==> src/design/asp_pkg.sv <==
package asp_pkg;
    localparam logic [11:0] ADDR_CON   = 12'h000;
    localparam logic [11:0] ADDR_BAUD  = 12'h004;
    localparam logic [11:0] ADDR_FDV   = 12'h008;
    localparam logic [11:0] ADDR_TXD   = 12'h00c;
    localparam logic [11:0] ADDR_RXD   = 12'h010;
    localparam logic [11:0] ADDR_STAT  = 12'h014;
    localparam logic [11:0] ADDR_CLR   = 12'h018;
    localparam logic [11:0] ADDR_FIFO  = 12'h01c;
    // control bit positions
    localparam int CON_R    = 0;
    localparam int CON_M9   = 1;
    localparam int CON_PEN  = 2;
    localparam int CON_ODD  = 3;
    localparam int CON_STP2 = 4;
    localparam int CON_MP   = 5;
    localparam int CON_LB   = 6;
    localparam int CON_SYNC = 7;
    localparam int CON_REN  = 8;
    localparam int CON_IRDA = 9;
    localparam int CON_FDE  = 10;
    // status bit positions
    localparam int ST_PE  = 0;
    localparam int ST_FE  = 1;
    localparam int ST_OE  = 2;
    localparam int ST_TXO = 3;
    localparam int ST_RXU = 4;
    localparam int ST_TB  = 5;
    localparam int ST_TL  = 6;
    localparam int ST_RB  = 7;
    localparam int ST_ER  = 8;
    localparam int ST_BSY = 9;
    localparam int ST_ADR = 10;
    localparam int NSTAT  = 11;
    localparam int FIFO_DEPTH = 8;
    localparam int DW         = 9;
    localparam int BAUD_W     = 13;
    localparam int FDV_W      = 9;
    localparam logic [FDV_W-1:0] FDV_MOD = 9'h1ff;
    localparam logic [3:0] OVS      = 4'hf;
    localparam logic [3:0] OVS_MID  = 4'h7;
    localparam logic [3:0] IRDA_LEN = 4'h5;
    localparam logic [3:0] TRIG_RST = 4'h1;
    typedef enum logic [1:0] {
        TX_IDLE  = 2'b00,
        TX_SHIFT = 2'b01,
        TX_SYNC  = 2'b10
    } asp_tx_e;
    typedef enum logic [1:0] {
        RX_IDLE  = 2'b00,
        RX_SHIFT = 2'b01,
        RX_SYNC  = 2'b10
    } asp_rx_e;
    typedef struct packed {
        logic       psel;
        logic       penable;
        logic       pwrite;
        logic [11:0] paddr;
        logic [31:0] pwdata;
    } asp_apb_req_s;
endpackage : asp_pkg

==> src/design/asp_async_sync_port.sv <==
`timescale 1ns/1ps
`default_nettype none
module asp_async_sync_port
    import asp_pkg::*;
(
    // apb
    input  wire logic        pclk,
    input  wire logic        presetn,
    input  wire logic        psel,
    input  wire logic        penable,
    input  wire logic        pwrite,
    input  wire logic [11:0] paddr,
    input  wire logic [31:0] pwdata,
    output logic      [31:0] prdata,
    output logic             pready,
    output logic             pslverr,
    // serial lines
    input  wire logic        rxd_in,
    output logic             rxd_out,
    output logic             rxd_oe,
    output logic             txd_out,
    // service requests
    output logic             req_tx,
    output logic             req_tb,
    output logic             req_rx,
    output logic             req_err
);
    asp_apb_req_s req;
    assign req = '{psel: psel, penable: penable, pwrite: pwrite, paddr: paddr, pwdata: pwdata};

    logic [10:0]       con_q;
    logic [BAUD_W-1:0] reload_q;
    logic [FDV_W-1:0]  fdv_q;
    logic [3:0]        rx_trig_q;
    logic [3:0]        tx_trig_q;
    logic [NSTAT-1:0]  stat_q;
    logic [NSTAT-1:0]  set_ev;

    wire wr_en = req.psel && req.penable && req.pwrite;
    wire rd_en = req.psel && req.penable && !req.pwrite;
    wire mapped = (req.paddr[11:5] == 7'h00) && (req.paddr[1:0] == 2'b00);

    // queues
    logic [DW-1:0] txq_mem [FIFO_DEPTH];
    logic [DW-1:0] rxq_mem [FIFO_DEPTH];
    logic [2:0]    txq_wp_q, txq_rp_q, rxq_wp_q, rxq_rp_q;
    logic [3:0]    txq_cnt_q, rxq_cnt_q;
    wire txq_push = wr_en && mapped && req.paddr == ADDR_TXD;
    wire rxq_pop  = rd_en && mapped && req.paddr == ADDR_RXD;
    logic txq_pop, rxq_push;
    logic [DW-1:0] rx_word;
    wire txq_full  = txq_cnt_q == 4'(FIFO_DEPTH);
    wire rxq_full  = rxq_cnt_q == 4'(FIFO_DEPTH);
    wire txq_ok = txq_push && !txq_full;
    wire rxq_ok = rxq_pop && rxq_cnt_q != 4'h0;

    always_ff @(posedge pclk) begin
        if (txq_ok) begin
            txq_mem[txq_wp_q] <= req.pwdata[DW-1:0];
        end
        if (rxq_push && !rxq_full) begin
            rxq_mem[rxq_wp_q] <= rx_word;
        end
    end

    always_ff @(posedge pclk or negedge presetn) begin
        if (!presetn) begin
            txq_wp_q  <= 3'h0;
            txq_rp_q  <= 3'h0;
            txq_cnt_q <= 4'h0;
            rxq_wp_q  <= 3'h0;
            rxq_rp_q  <= 3'h0;
            rxq_cnt_q <= 4'h0;
        end else begin
            if (txq_ok) txq_wp_q <= txq_wp_q + 3'h1;
            if (txq_pop) txq_rp_q <= txq_rp_q + 3'h1;
            txq_cnt_q <= txq_cnt_q + 4'(txq_ok) - 4'(txq_pop);
            if (rxq_push && !rxq_full) rxq_wp_q <= rxq_wp_q + 3'h1;
            if (rxq_ok) rxq_rp_q <= rxq_rp_q + 3'h1;
            rxq_cnt_q <= rxq_cnt_q + 4'(rxq_push && !rxq_full) - 4'(rxq_ok);
        end
    end

    // baud generation
    logic [FDV_W:0]    frac_q;
    logic [BAUD_W-1:0] bcnt_q;
    logic              tick_q;
    wire fd_en = con_q[CON_FDE] ? frac_q[FDV_W] : 1'b1;
    always_ff @(posedge pclk or negedge presetn) begin
        if (!presetn) begin
            frac_q <= '0;
            bcnt_q <= '0;
            tick_q <= 1'b0;
        end else begin
            frac_q <= {1'b0, frac_q[FDV_W-1:0]} + {1'b0, fdv_q};
            tick_q <= 1'b0;
            if (!con_q[CON_R]) begin
                bcnt_q <= reload_q;
            end else if (fd_en) begin
                if (bcnt_q == '0) begin
                    bcnt_q <= reload_q;
                    tick_q <= 1'b1;
                end else begin
                    bcnt_q <= bcnt_q - 1'b1;
                end
            end
        end
    end

    // input synchroniser
    logic rxd_s1_q, rxd_s2_q;
    always_ff @(posedge pclk or negedge presetn) begin
        if (!presetn) begin
            rxd_s1_q <= 1'b1;
            rxd_s2_q <= 1'b1;
        end else begin
            rxd_s1_q <= rxd_in;
            rxd_s2_q <= rxd_s1_q;
        end
    end

    // transmitter
    asp_tx_e        tx_st_q;
    logic [11:0]    tsh_q;
    logic [3:0]     tbits_q;
    logic [3:0]     tsub_q;
    logic           tline_q;
    logic [DW-1:0]  thold_q;
    logic           thold_v_q;
    logic           sclk_q;
    logic           txd_q;
    wire sync_m = con_q[CON_SYNC];
    wire [8:0] tdat = thold_q;
    wire tpar = ^tdat[7:0] ^ con_q[CON_ODD];
    assign txq_pop = !thold_v_q && txq_cnt_q != 4'h0;
    wire tx_last_bit = tick_q && tsub_q == OVS && tbits_q == 4'h1 && tx_st_q == TX_SHIFT;

    always_ff @(posedge pclk or negedge presetn) begin
        if (!presetn) begin
            tx_st_q   <= TX_IDLE;
            tsh_q     <= '1;
            tbits_q   <= 4'h0;
            tsub_q    <= 4'h0;
            tline_q   <= 1'b1;
            thold_q   <= '0;
            thold_v_q <= 1'b0;
            sclk_q    <= 1'b1;
        end else begin
            if (txq_pop) begin
                thold_q   <= txq_mem[txq_rp_q];
                thold_v_q <= 1'b1;
            end
            unique case (tx_st_q)
                TX_IDLE: begin
                    tline_q <= 1'b1;
                    sclk_q  <= 1'b1;
                    if (thold_v_q && con_q[CON_R] && tick_q) begin
                        thold_v_q <= 1'b0;
                        tsub_q    <= 4'h0;
                        if (sync_m) begin
                            tsh_q   <= {4'hf, tdat[7:0]};
                            tbits_q <= 4'h8;
                            tx_st_q <= TX_SYNC;
                        end else begin
                            // start, data LSB first, parity or ninth bit, stops
                            tsh_q <= con_q[CON_M9] ? {2'b11, (con_q[CON_PEN] ? tpar : tdat[8]), tdat[7:0], 1'b0}
                                  : (con_q[CON_PEN] ? {2'b11, tpar, tdat[7:0], 1'b0}
                                  : {3'b111, tdat[7:0], 1'b0});
                            tbits_q <= 4'd10 + 4'(con_q[CON_M9] | con_q[CON_PEN]) + 4'(con_q[CON_STP2]);
                            tx_st_q <= TX_SHIFT;
                        end
                    end
                end
                TX_SHIFT: begin
                    tline_q <= tsh_q[0];
                    if (tick_q) begin
                        tsub_q <= tsub_q + 4'h1;
                        if (tsub_q == OVS) begin
                            tsh_q   <= {1'b1, tsh_q[11:1]};
                            tbits_q <= tbits_q - 4'h1;
                            if (tbits_q == 4'h1) tx_st_q <= TX_IDLE;
                        end
                    end
                end
                TX_SYNC: begin
                    tline_q <= tsh_q[0];
                    if (tick_q) begin
                        sclk_q <= ~sclk_q;
                        if (!sclk_q) begin
                            tsh_q   <= {1'b1, tsh_q[11:1]};
                            tbits_q <= tbits_q - 4'h1;
                            if (tbits_q == 4'h1) tx_st_q <= TX_IDLE;
                        end
                    end
                end
                default: tx_st_q <= TX_IDLE;
            endcase
        end
    end

    // irda: short low pulse per zero bit
    wire tx_line = (con_q[CON_IRDA] && tx_st_q == TX_SHIFT) ? !(!tline_q && tsub_q < IRDA_LEN) : tline_q;
    always_ff @(posedge pclk or negedge presetn) begin
        if (!presetn) begin
            txd_q   <= 1'b1;
            txd_out <= 1'b1;
            rxd_out <= 1'b1;
            rxd_oe  <= 1'b0;
        end else begin
            txd_q   <= tx_line;
            txd_out <= sync_m ? sclk_q : (con_q[CON_LB] ? 1'b1 : tx_line);
            rxd_out <= tline_q;
            rxd_oe  <= sync_m && tx_st_q == TX_SYNC;
        end
    end

    // receiver
    asp_rx_e       rx_st_q;
    logic [10:0]   rsh_q;
    logic [3:0]    rbits_q;
    logic [3:0]    rsub_q;
    wire rin = con_q[CON_LB] ? txd_q : rxd_s2_q;
    wire [3:0] rtotal = 4'd10 + 4'(con_q[CON_M9] | con_q[CON_PEN]);
    logic rx_done;
    logic pe_ev, fe_ev, rin_d_q;
    always_ff @(posedge pclk or negedge presetn) begin
        if (!presetn) begin
            rx_st_q  <= RX_IDLE;
            rsh_q    <= '0;
            rbits_q  <= 4'h0;
            rsub_q   <= 4'h0;
            rx_done  <= 1'b0;
            rx_word  <= '0;
            pe_ev    <= 1'b0;
            fe_ev    <= 1'b0;
            rin_d_q  <= 1'b1;
        end else begin
            rin_d_q <= rin;
            rx_done <= 1'b0;
            pe_ev   <= 1'b0;
            fe_ev   <= 1'b0;
            unique case (rx_st_q)
                RX_IDLE: begin
                    rsub_q <= 4'h0;
                    if (con_q[CON_REN] && con_q[CON_R]) begin
                        if (sync_m && tx_st_q == TX_IDLE && !thold_v_q) begin
                            rbits_q <= 4'h8;
                            rx_st_q <= RX_SYNC;
                        end else if (!sync_m && rin_d_q && !rin) begin
                            rbits_q <= rtotal;
                            rx_st_q <= RX_SHIFT;
                        end
                    end
                end
                RX_SHIFT: begin
                    if (tick_q) begin
                        rsub_q <= rsub_q + 4'h1;
                        if (rsub_q == OVS_MID) begin
                            rsh_q   <= {rin, rsh_q[10:1]};
                            rbits_q <= rbits_q - 4'h1;
                            if (rbits_q == 4'h1) begin
                                rx_st_q <= RX_IDLE;
                                rx_done <= 1'b1;
                                fe_ev   <= !rin;
                                rx_word <= con_q[CON_M9] ? rsh_q[10:2]
                                         : {1'b0, (con_q[CON_PEN] ? rsh_q[9:2] : rsh_q[10:3])};
                                pe_ev   <= con_q[CON_PEN] &&
                                           ((^(con_q[CON_M9] ? rsh_q[10:1] : {1'b0, rsh_q[10:2]})) != con_q[CON_ODD]);
                            end
                        end
                    end
                end
                RX_SYNC: begin
                    if (tick_q) begin
                        rsub_q <= rsub_q + 4'h1;
                        if (rsub_q[0]) begin
                            rsh_q   <= {rxd_s2_q, rsh_q[10:1]};
                            rbits_q <= rbits_q - 4'h1;
                            if (rbits_q == 4'h1) begin
                                rx_st_q <= RX_IDLE;
                                rx_done <= 1'b1;
                                rx_word <= {1'b0, rxd_s2_q, rsh_q[10:4]};
                            end
                        end
                    end
                end
                default: rx_st_q <= RX_IDLE;
            endcase
        end
    end
    // multiprocessor mode with 9-bit frames keeps only address-marked frames
    wire mp_drop = con_q[CON_MP] && con_q[CON_M9] && !rx_word[8];
    assign rxq_push = rx_done && !mp_drop && !pe_ev;

    // status: hardware set wins over software clear
    always_comb begin
        set_ev = '0;
        set_ev[ST_PE]  = pe_ev;
        set_ev[ST_FE]  = fe_ev;
        set_ev[ST_OE]  = rxq_push && rxq_full;
        set_ev[ST_TXO] = txq_push && txq_full;
        set_ev[ST_RXU] = rxq_pop && rxq_cnt_q == 4'h0;
        set_ev[ST_TB]  = txq_pop;
        set_ev[ST_TL]  = tx_last_bit;
        set_ev[ST_RB]  = rxq_push && !rxq_full;
        set_ev[ST_ADR] = rx_done && con_q[CON_MP] && rx_word[8];
    end
    always_ff @(posedge pclk or negedge presetn) begin
        if (!presetn) begin
            stat_q <= '0;
        end else begin
            for (int i = 0; i < NSTAT; i++) begin
                if (set_ev[i]) stat_q[i] <= 1'b1;
                else if (wr_en && mapped && req.paddr == ADDR_CLR && req.pwdata[i]) stat_q[i] <= 1'b0;
            end
            stat_q[ST_ER]  <= stat_q[ST_PE] | stat_q[ST_FE] | stat_q[ST_OE];
            stat_q[ST_BSY] <= tx_st_q != TX_IDLE || rx_st_q != RX_IDLE;
        end
    end

    // service requests
    always_ff @(posedge pclk or negedge presetn) begin
        if (!presetn) begin
            req_tx  <= 1'b0;
            req_tb  <= 1'b0;
            req_rx  <= 1'b0;
            req_err <= 1'b0;
        end else begin
            req_tx  <= (4'(FIFO_DEPTH) - txq_cnt_q) >= tx_trig_q;
            req_tb  <= tx_last_bit;
            req_rx  <= rxq_cnt_q >= rx_trig_q && rxq_cnt_q != 4'h0;
            req_err <= pe_ev | fe_ev | (rxq_push && rxq_full);
        end
    end

    // apb registers
    always_ff @(posedge pclk or negedge presetn) begin
        if (!presetn) begin
            con_q     <= '0;
            reload_q  <= '0;
            fdv_q     <= '0;
            rx_trig_q <= TRIG_RST;
            tx_trig_q <= TRIG_RST;
            prdata    <= '0;
            pready    <= 1'b0;
            pslverr   <= 1'b0;
        end else begin
            pready  <= req.psel && !req.penable;
            pslverr <= req.psel && !req.penable && !(mapped && req.paddr <= ADDR_FIFO);
            if (wr_en && mapped) begin
                unique case (req.paddr)
                    ADDR_CON:  con_q    <= req.pwdata[10:0];
                    ADDR_BAUD: reload_q <= req.pwdata[BAUD_W-1:0];
                    ADDR_FDV:  fdv_q    <= req.pwdata[FDV_W-1:0];
                    ADDR_FIFO: begin
                        rx_trig_q <= req.pwdata[3:0];
                        tx_trig_q <= req.pwdata[11:8];
                    end
                    default: ;
                endcase
            end
            if (req.psel && !req.penable && !req.pwrite) begin
                unique case (req.paddr)
                    ADDR_CON:  prdata <= {21'h0, con_q};
                    ADDR_BAUD: prdata <= {19'h0, reload_q};
                    ADDR_FDV:  prdata <= {23'h0, fdv_q};
                    ADDR_RXD:  prdata <= {23'h0, rxq_mem[rxq_rp_q]};
                    ADDR_STAT: prdata <= {21'h0, stat_q};
                    ADDR_FIFO: prdata <= {4'h0, txq_cnt_q, 4'h0, rxq_cnt_q,
                                          4'h0, tx_trig_q, 4'h0, rx_trig_q};
                    default:   prdata <= 32'h0;
                endcase
            end
        end
    end
endmodule : asp_async_sync_port
`default_nettype wire

==> config.mk <==
export PLATFORM = sky130hd
export DESIGN_NAME = asp_async_sync_port
export DESIGN_NICKNAME = d
export VERILOG_FILES = /design/src/design/asp_pkg.sv /design/src/design/asp_async_sync_port.sv
export SDC_FILE = /design/constraint.sdc
export NUM_CORES = 1
export LEC_CHECK = 0
export BUFFER_PORTS_ARGS = -buffer_cell sky130_fd_sc_hd__buf_4
export CAP_MARGIN = 10
export CORE_UTILIZATION = 58
export CTS_CLUSTER_SIZE = 40
export DETAILED_ROUTE_END_ITERATION = 12
export PLACE_DENSITY_LB_ADDON = 0.05
export SLEW_MARGIN = 20
export SYNTH_ARGS = -nofsm -noshare
export SYNTH_HDL_FRONTEND = slang
export SYNTH_SLANG_ARGS = --single-unit
==> constraint.sdc <==
create_clock -name pclk -period 6.18 [get_ports pclk]
set_clock_uncertainty 0.15 [all_clocks]
set_input_delay 0.309 -clock pclk [delete_from_list [all_inputs] [get_ports pclk]]
set_output_delay 0.309 -clock pclk [all_outputs]
set_load 0.02 [all_outputs]
==> implementation parameters <==
Parameter                              Value

Run status
  Result of the run    finished with violations
  Violations in the final reports    design-rule violations

Routing
  Post-route antenna net violation count    0
  DR vias    9594
  Number of remaining DRC errors    16
  Drt first-iter violations    about 750
  Average detailed-routed wire length per instance    approximately 20 um
  Router iterations before antenna repair    9
  Per-cell via count in the routed design    between 5 and 6
  Drt total wl    33990 um

Worst setup path
  Crit-path cells    inv_1 > ha_1 > nand2_1 > nor3b_1 > nand3_1 > or2_2 > nor2_1
  Reg2Reg Depth    7
  Crit path launch type    flip-flop
  Category of the critical setup timing path    reg -> reg
  CP peak stage delay    slightly below 0.7 ns
  Worst path top cell family by delay    simple AND/OR/NAND/NOR gates
  Worst flop-to-flop path startpoint    txq_cnt_q[1]
  Buffering stage count on the worst path with inverters included    1
  CP arrival    roughly 3.2 ns
  Worst reg2reg setup slack    roughly 3 ns
  Worst reg2reg path endpoint    txq_mem[4][4]
  Worst setup EP type    flip-flop
  Max FO, Critical Path    9
  Slowest CP cell    sky130_fd_sc_hd__nor2_1
  Required @ worst endpoint    between 6 and 7 ns

Clock tree
  Clk pin slew, worst setup/hold paths    ~0.060 ns
  Clock buffer count from CTS    36
  CTS Buffer Depth    3
  Post-CTS Setup Repair Bufs    0
  Clk root buf    sky130_fd_sc_hd__clkbuf_16
  CTS HTree Levels    2
  Clk sinks    ~340
  Clock tree from TritonCTS    done
  Worst-skew pair later-pin latency    slightly above 0.5 ns

Power
  Sw Ratio    between 20% and 30%
  Sequential power share    between 50% and 60%
  Static leakage    about 6.9 nW
  Maximum resistive drop on vdd    244.9 uV
  PwrDens    274.6 nW/um^2
  Share of power burned in combinational logic    under 10%
  Sw power    0.0009991 W
  Clock Power Share    45.5%
  Internal power summed over all cells    approximately 0.0038 W

Floorplan
  I/O pin count    between 90 and 100
  Core Box Area    between 20000 and 30000 sq um
  Height of the chip    about 170 um
  Initial Utilization    59.21%
  Placement row count    slightly below 60
  Die area    about 27000 sq um
  Die width    between 150 and 200 um

STA
  Worst setup slack after layout    3.010 ns
  Final worst path period share    51.29%
  Final hold violation count    0
  Time the final worst path needs with I/O delays and setup    about 3.2 ns
  Max-slew violations    0
  Worst Max-Slew Pin Slew    1.006 ns
  Setup repair after global routing missed its margin    no
  Highest clock frequency the design can meet    about 0.32 GHz
  Max-slew headroom    31.96%
  Final total negative setup slack    0 ns
  Setup violation total in the final timing report    0

Layout
  Finished Layout Cells    around 1700
  Layout net count    1397
  Post-route cell area    around 18000 sq um
  Share of layout cells above drive strength 1    between 10% and 20%
  Top library cells by usage in the layout, fill and taps aside    sky130_fd_sc_hd__dfrtp_1 (174), sky130_fd_sc_hd__edfxtp_1 (144), sky130_fd_sc_hd__nand2_1 (140)
  Most common library cell in the layout ignoring fill and taps    sky130_fd_sc_hd__dfrtp_1
  Area grow syn2layout    13.79%

Placement
  Cells after DPL    about 1600
  Setup Slack @ Placement    2.513 ns
  Placed wire-length estimate    23230 um
  Area after DPL    16220 sq um
  Last weighted congestion value of the routability-driven placer    ~0.85
  Count of buffers from port buffering    60

GRT
  Remaining global-route overflow    0
  Wire length of the first global-routing pass    52870 um
  Largest net degree at the start of global routing    89
  GR Util All Layers    a little over a quarter
  Number of global-route vias before repair    about 9600
  Number of antenna violations at the first check in global routing    2

Synth
  Number of storage elements in the synthesis netlist    338
  Post-Synthesis Cell Area    about 15000 sq um
  Most used flip-flop cell after synthesis    sky130_fd_sc_hd__dfrtp_1
  Yosys synthesis warning count    0
  Count of distinct cell types in the synthesized netlist    75
  Synth Instances    about 1200
  Fraction of registers with async set or reset after synthesis    between 50% and 60%
  EDFF count, synth    144
  Share of synthesized area occupied by flip-flops and latches    around three fifths
  Syn_area_per_cell    between 10 and 15 sq um

Run
  Max_cap viols    0

Min path
  Worst Hold Launch    pwdata[0]
  Class of the tightest hold or removal check    in -> reg
  Number of cells traversed by the worst hold path    1
  Capture endpoint of the worst hold path    txq_mem[4][0]
logic make-up after synthesis:
kind of cell / Yosys count / share of synthesized area, %
flops: 338 / 59.48
simple gates: 335 / 10.33
compound gates: 208 / 8.224
mux: 131 / 11.83
buf+inv: 110 / 3.105
fa+ha+maj: 55 / 4.593
xor+xnor: 41 / 2.410
other cells: 1 / 0.02423
Yosys cell counts, types with 7 or more instances:
library cell               count  area, sq um
sky130_fd_sc_hd__xor2_1        9        78.83
sky130_fd_sc_hd__nor4_1        7        43.79
sky130_fd_sc_hd__mux4_2       36        810.8
sky130_fd_sc_hd__nor3_1       21        105.1
sky130_fd_sc_hd__nor2_1       74        277.8
sky130_fd_sc_hd__a21oi_1      60        300.3
sky130_fd_sc_hd__nand2_1     140        525.5
sky130_fd_sc_hd__a21o_1        9        67.56
sky130_fd_sc_hd__dfstp_2      20        525.5
sky130_fd_sc_hd__edfxtp_1    144         4324
sky130_fd_sc_hd__o22ai_1       7        43.79
sky130_fd_sc_hd__o31ai_1      12        90.09
sky130_fd_sc_hd__ha_1         52        650.6
sky130_fd_sc_hd__nand3_1      19        95.09
sky130_fd_sc_hd__xnor2_1      31        271.5
sky130_fd_sc_hd__nor2b_1      12        75.07
sky130_fd_sc_hd__clkbuf_1     39        146.4
sky130_fd_sc_hd__nand2b_1     15        93.84
sky130_fd_sc_hd__mux2i_1      40        400.4
sky130_fd_sc_hd__mux2_2       53        596.8
sky130_fd_sc_hd__dfrtp_1     174         4354
sky130_fd_sc_hd__inv_1        44        165.2
sky130_fd_sc_hd__a211oi_1      7        52.55
sky130_fd_sc_hd__buf_4        12        90.09
sky130_fd_sc_hd__o21ai_0      64        320.3
sky130_fd_sc_hd__nor3b_1       8        60.06
layout make-up:
type | instances | area (sq um)
flip-flops and latches | 338 | 9204
diodes | 1 | 2.502
well taps | 335 | 419.2
repair buffers | 89 | 724.4
inverters | 46 | 172.7
multi-input cells | 781 | 5876
clock buffers | 47 | 1003
fillers | 1949 | 8526
clock inverters | 17 | 205.2
how the worst max path moves through the flow:
stage	cells after the start	slack (ns)	start	end
after floorplan	6	3.22	paddr[1]	txq_mem[0][0]
after global placement	10	2.55	paddr[3]	rxq_cnt_q[3]
after detailed placement	10	2.51	paddr[3]	rxq_cnt_q[3]
after CTS	7	2.96	txq_cnt_q[1]	txq_mem[4][4]
after global routing	7	2.76	txq_cnt_q[1]	txq_mem[4][5]
final	7	3.01	txq_cnt_q[1]	txq_mem[4][4]
layer usage:
layer  global-route usage [%]  up-vias  share of wire [%]
met5                        0        -                  0
met4                    8.884        0                2.9
met3                    3.571       59                4.4
met2                    43.19      201                 49
met1                    35.44     4767                 43
li1                         -     4567                  -
repair_timing:
action | CTS | global route
endpoints found under the hold margin | 141 | 0
hold buffers | 15 | 0
resized for setup | 0 | 0
power groups by stage:
stage	Clock [W]	Sequential, W	Combinational, W
floorplan	0	0.00247	0.000123
global placement	0	0.00246	0.000202
detailed placement	0	0.00247	0.000207
CTS	0.00224	0.00242	0.000216
global route	0.00232	0.00243	0.000244
finish	0.00220	0.00242	0.000214
state kept, by name (all words and copies together), names as in the netlist, 9 cells and up:
| signal | cells |
|---|---|
| rxq_mem | 72 |
| tdat | 9 |
| rx_word | 9 |
| bcnt_q | 13 |
| txq_mem | 72 |
| rsh_q | 10 |
| prdata | 21 |
| con_q | 11 |
| frac_q | 10 |
| fdv_q | 9 |
| reload_q | 13 |
| tsh_q | 10 |
| stat_q | 11 |
worst register-to-register path: stages (launching register included):
cell and delay, ns:
sky130_fd_sc_hd__dfrtp_1 0.35, sky130_fd_sc_hd__inv_1 0.12, sky130_fd_sc_hd__ha_1 0.26, sky130_fd_sc_hd__nand2_1 0.16
sky130_fd_sc_hd__nor3b_1 0.34, sky130_fd_sc_hd__nand3_1 0.31, sky130_fd_sc_hd__or2_2 0.41, sky130_fd_sc_hd__nor2_1 0.69
metrics by stage:
stage,utilization (%),hold slack [ns],power [W]
floorplan,-,-0.1366,0.002589
global placement,62.07,0.1980,0.002666
detailed placement,62.07,0.2034,0.002674
CTS,67.27,0.0007725,0.004874
global route,67.38,0.003489,0.004996
finish,67.38,0.006985,0.004836
No activity file was read; power rests on OpenSTA's default activity.
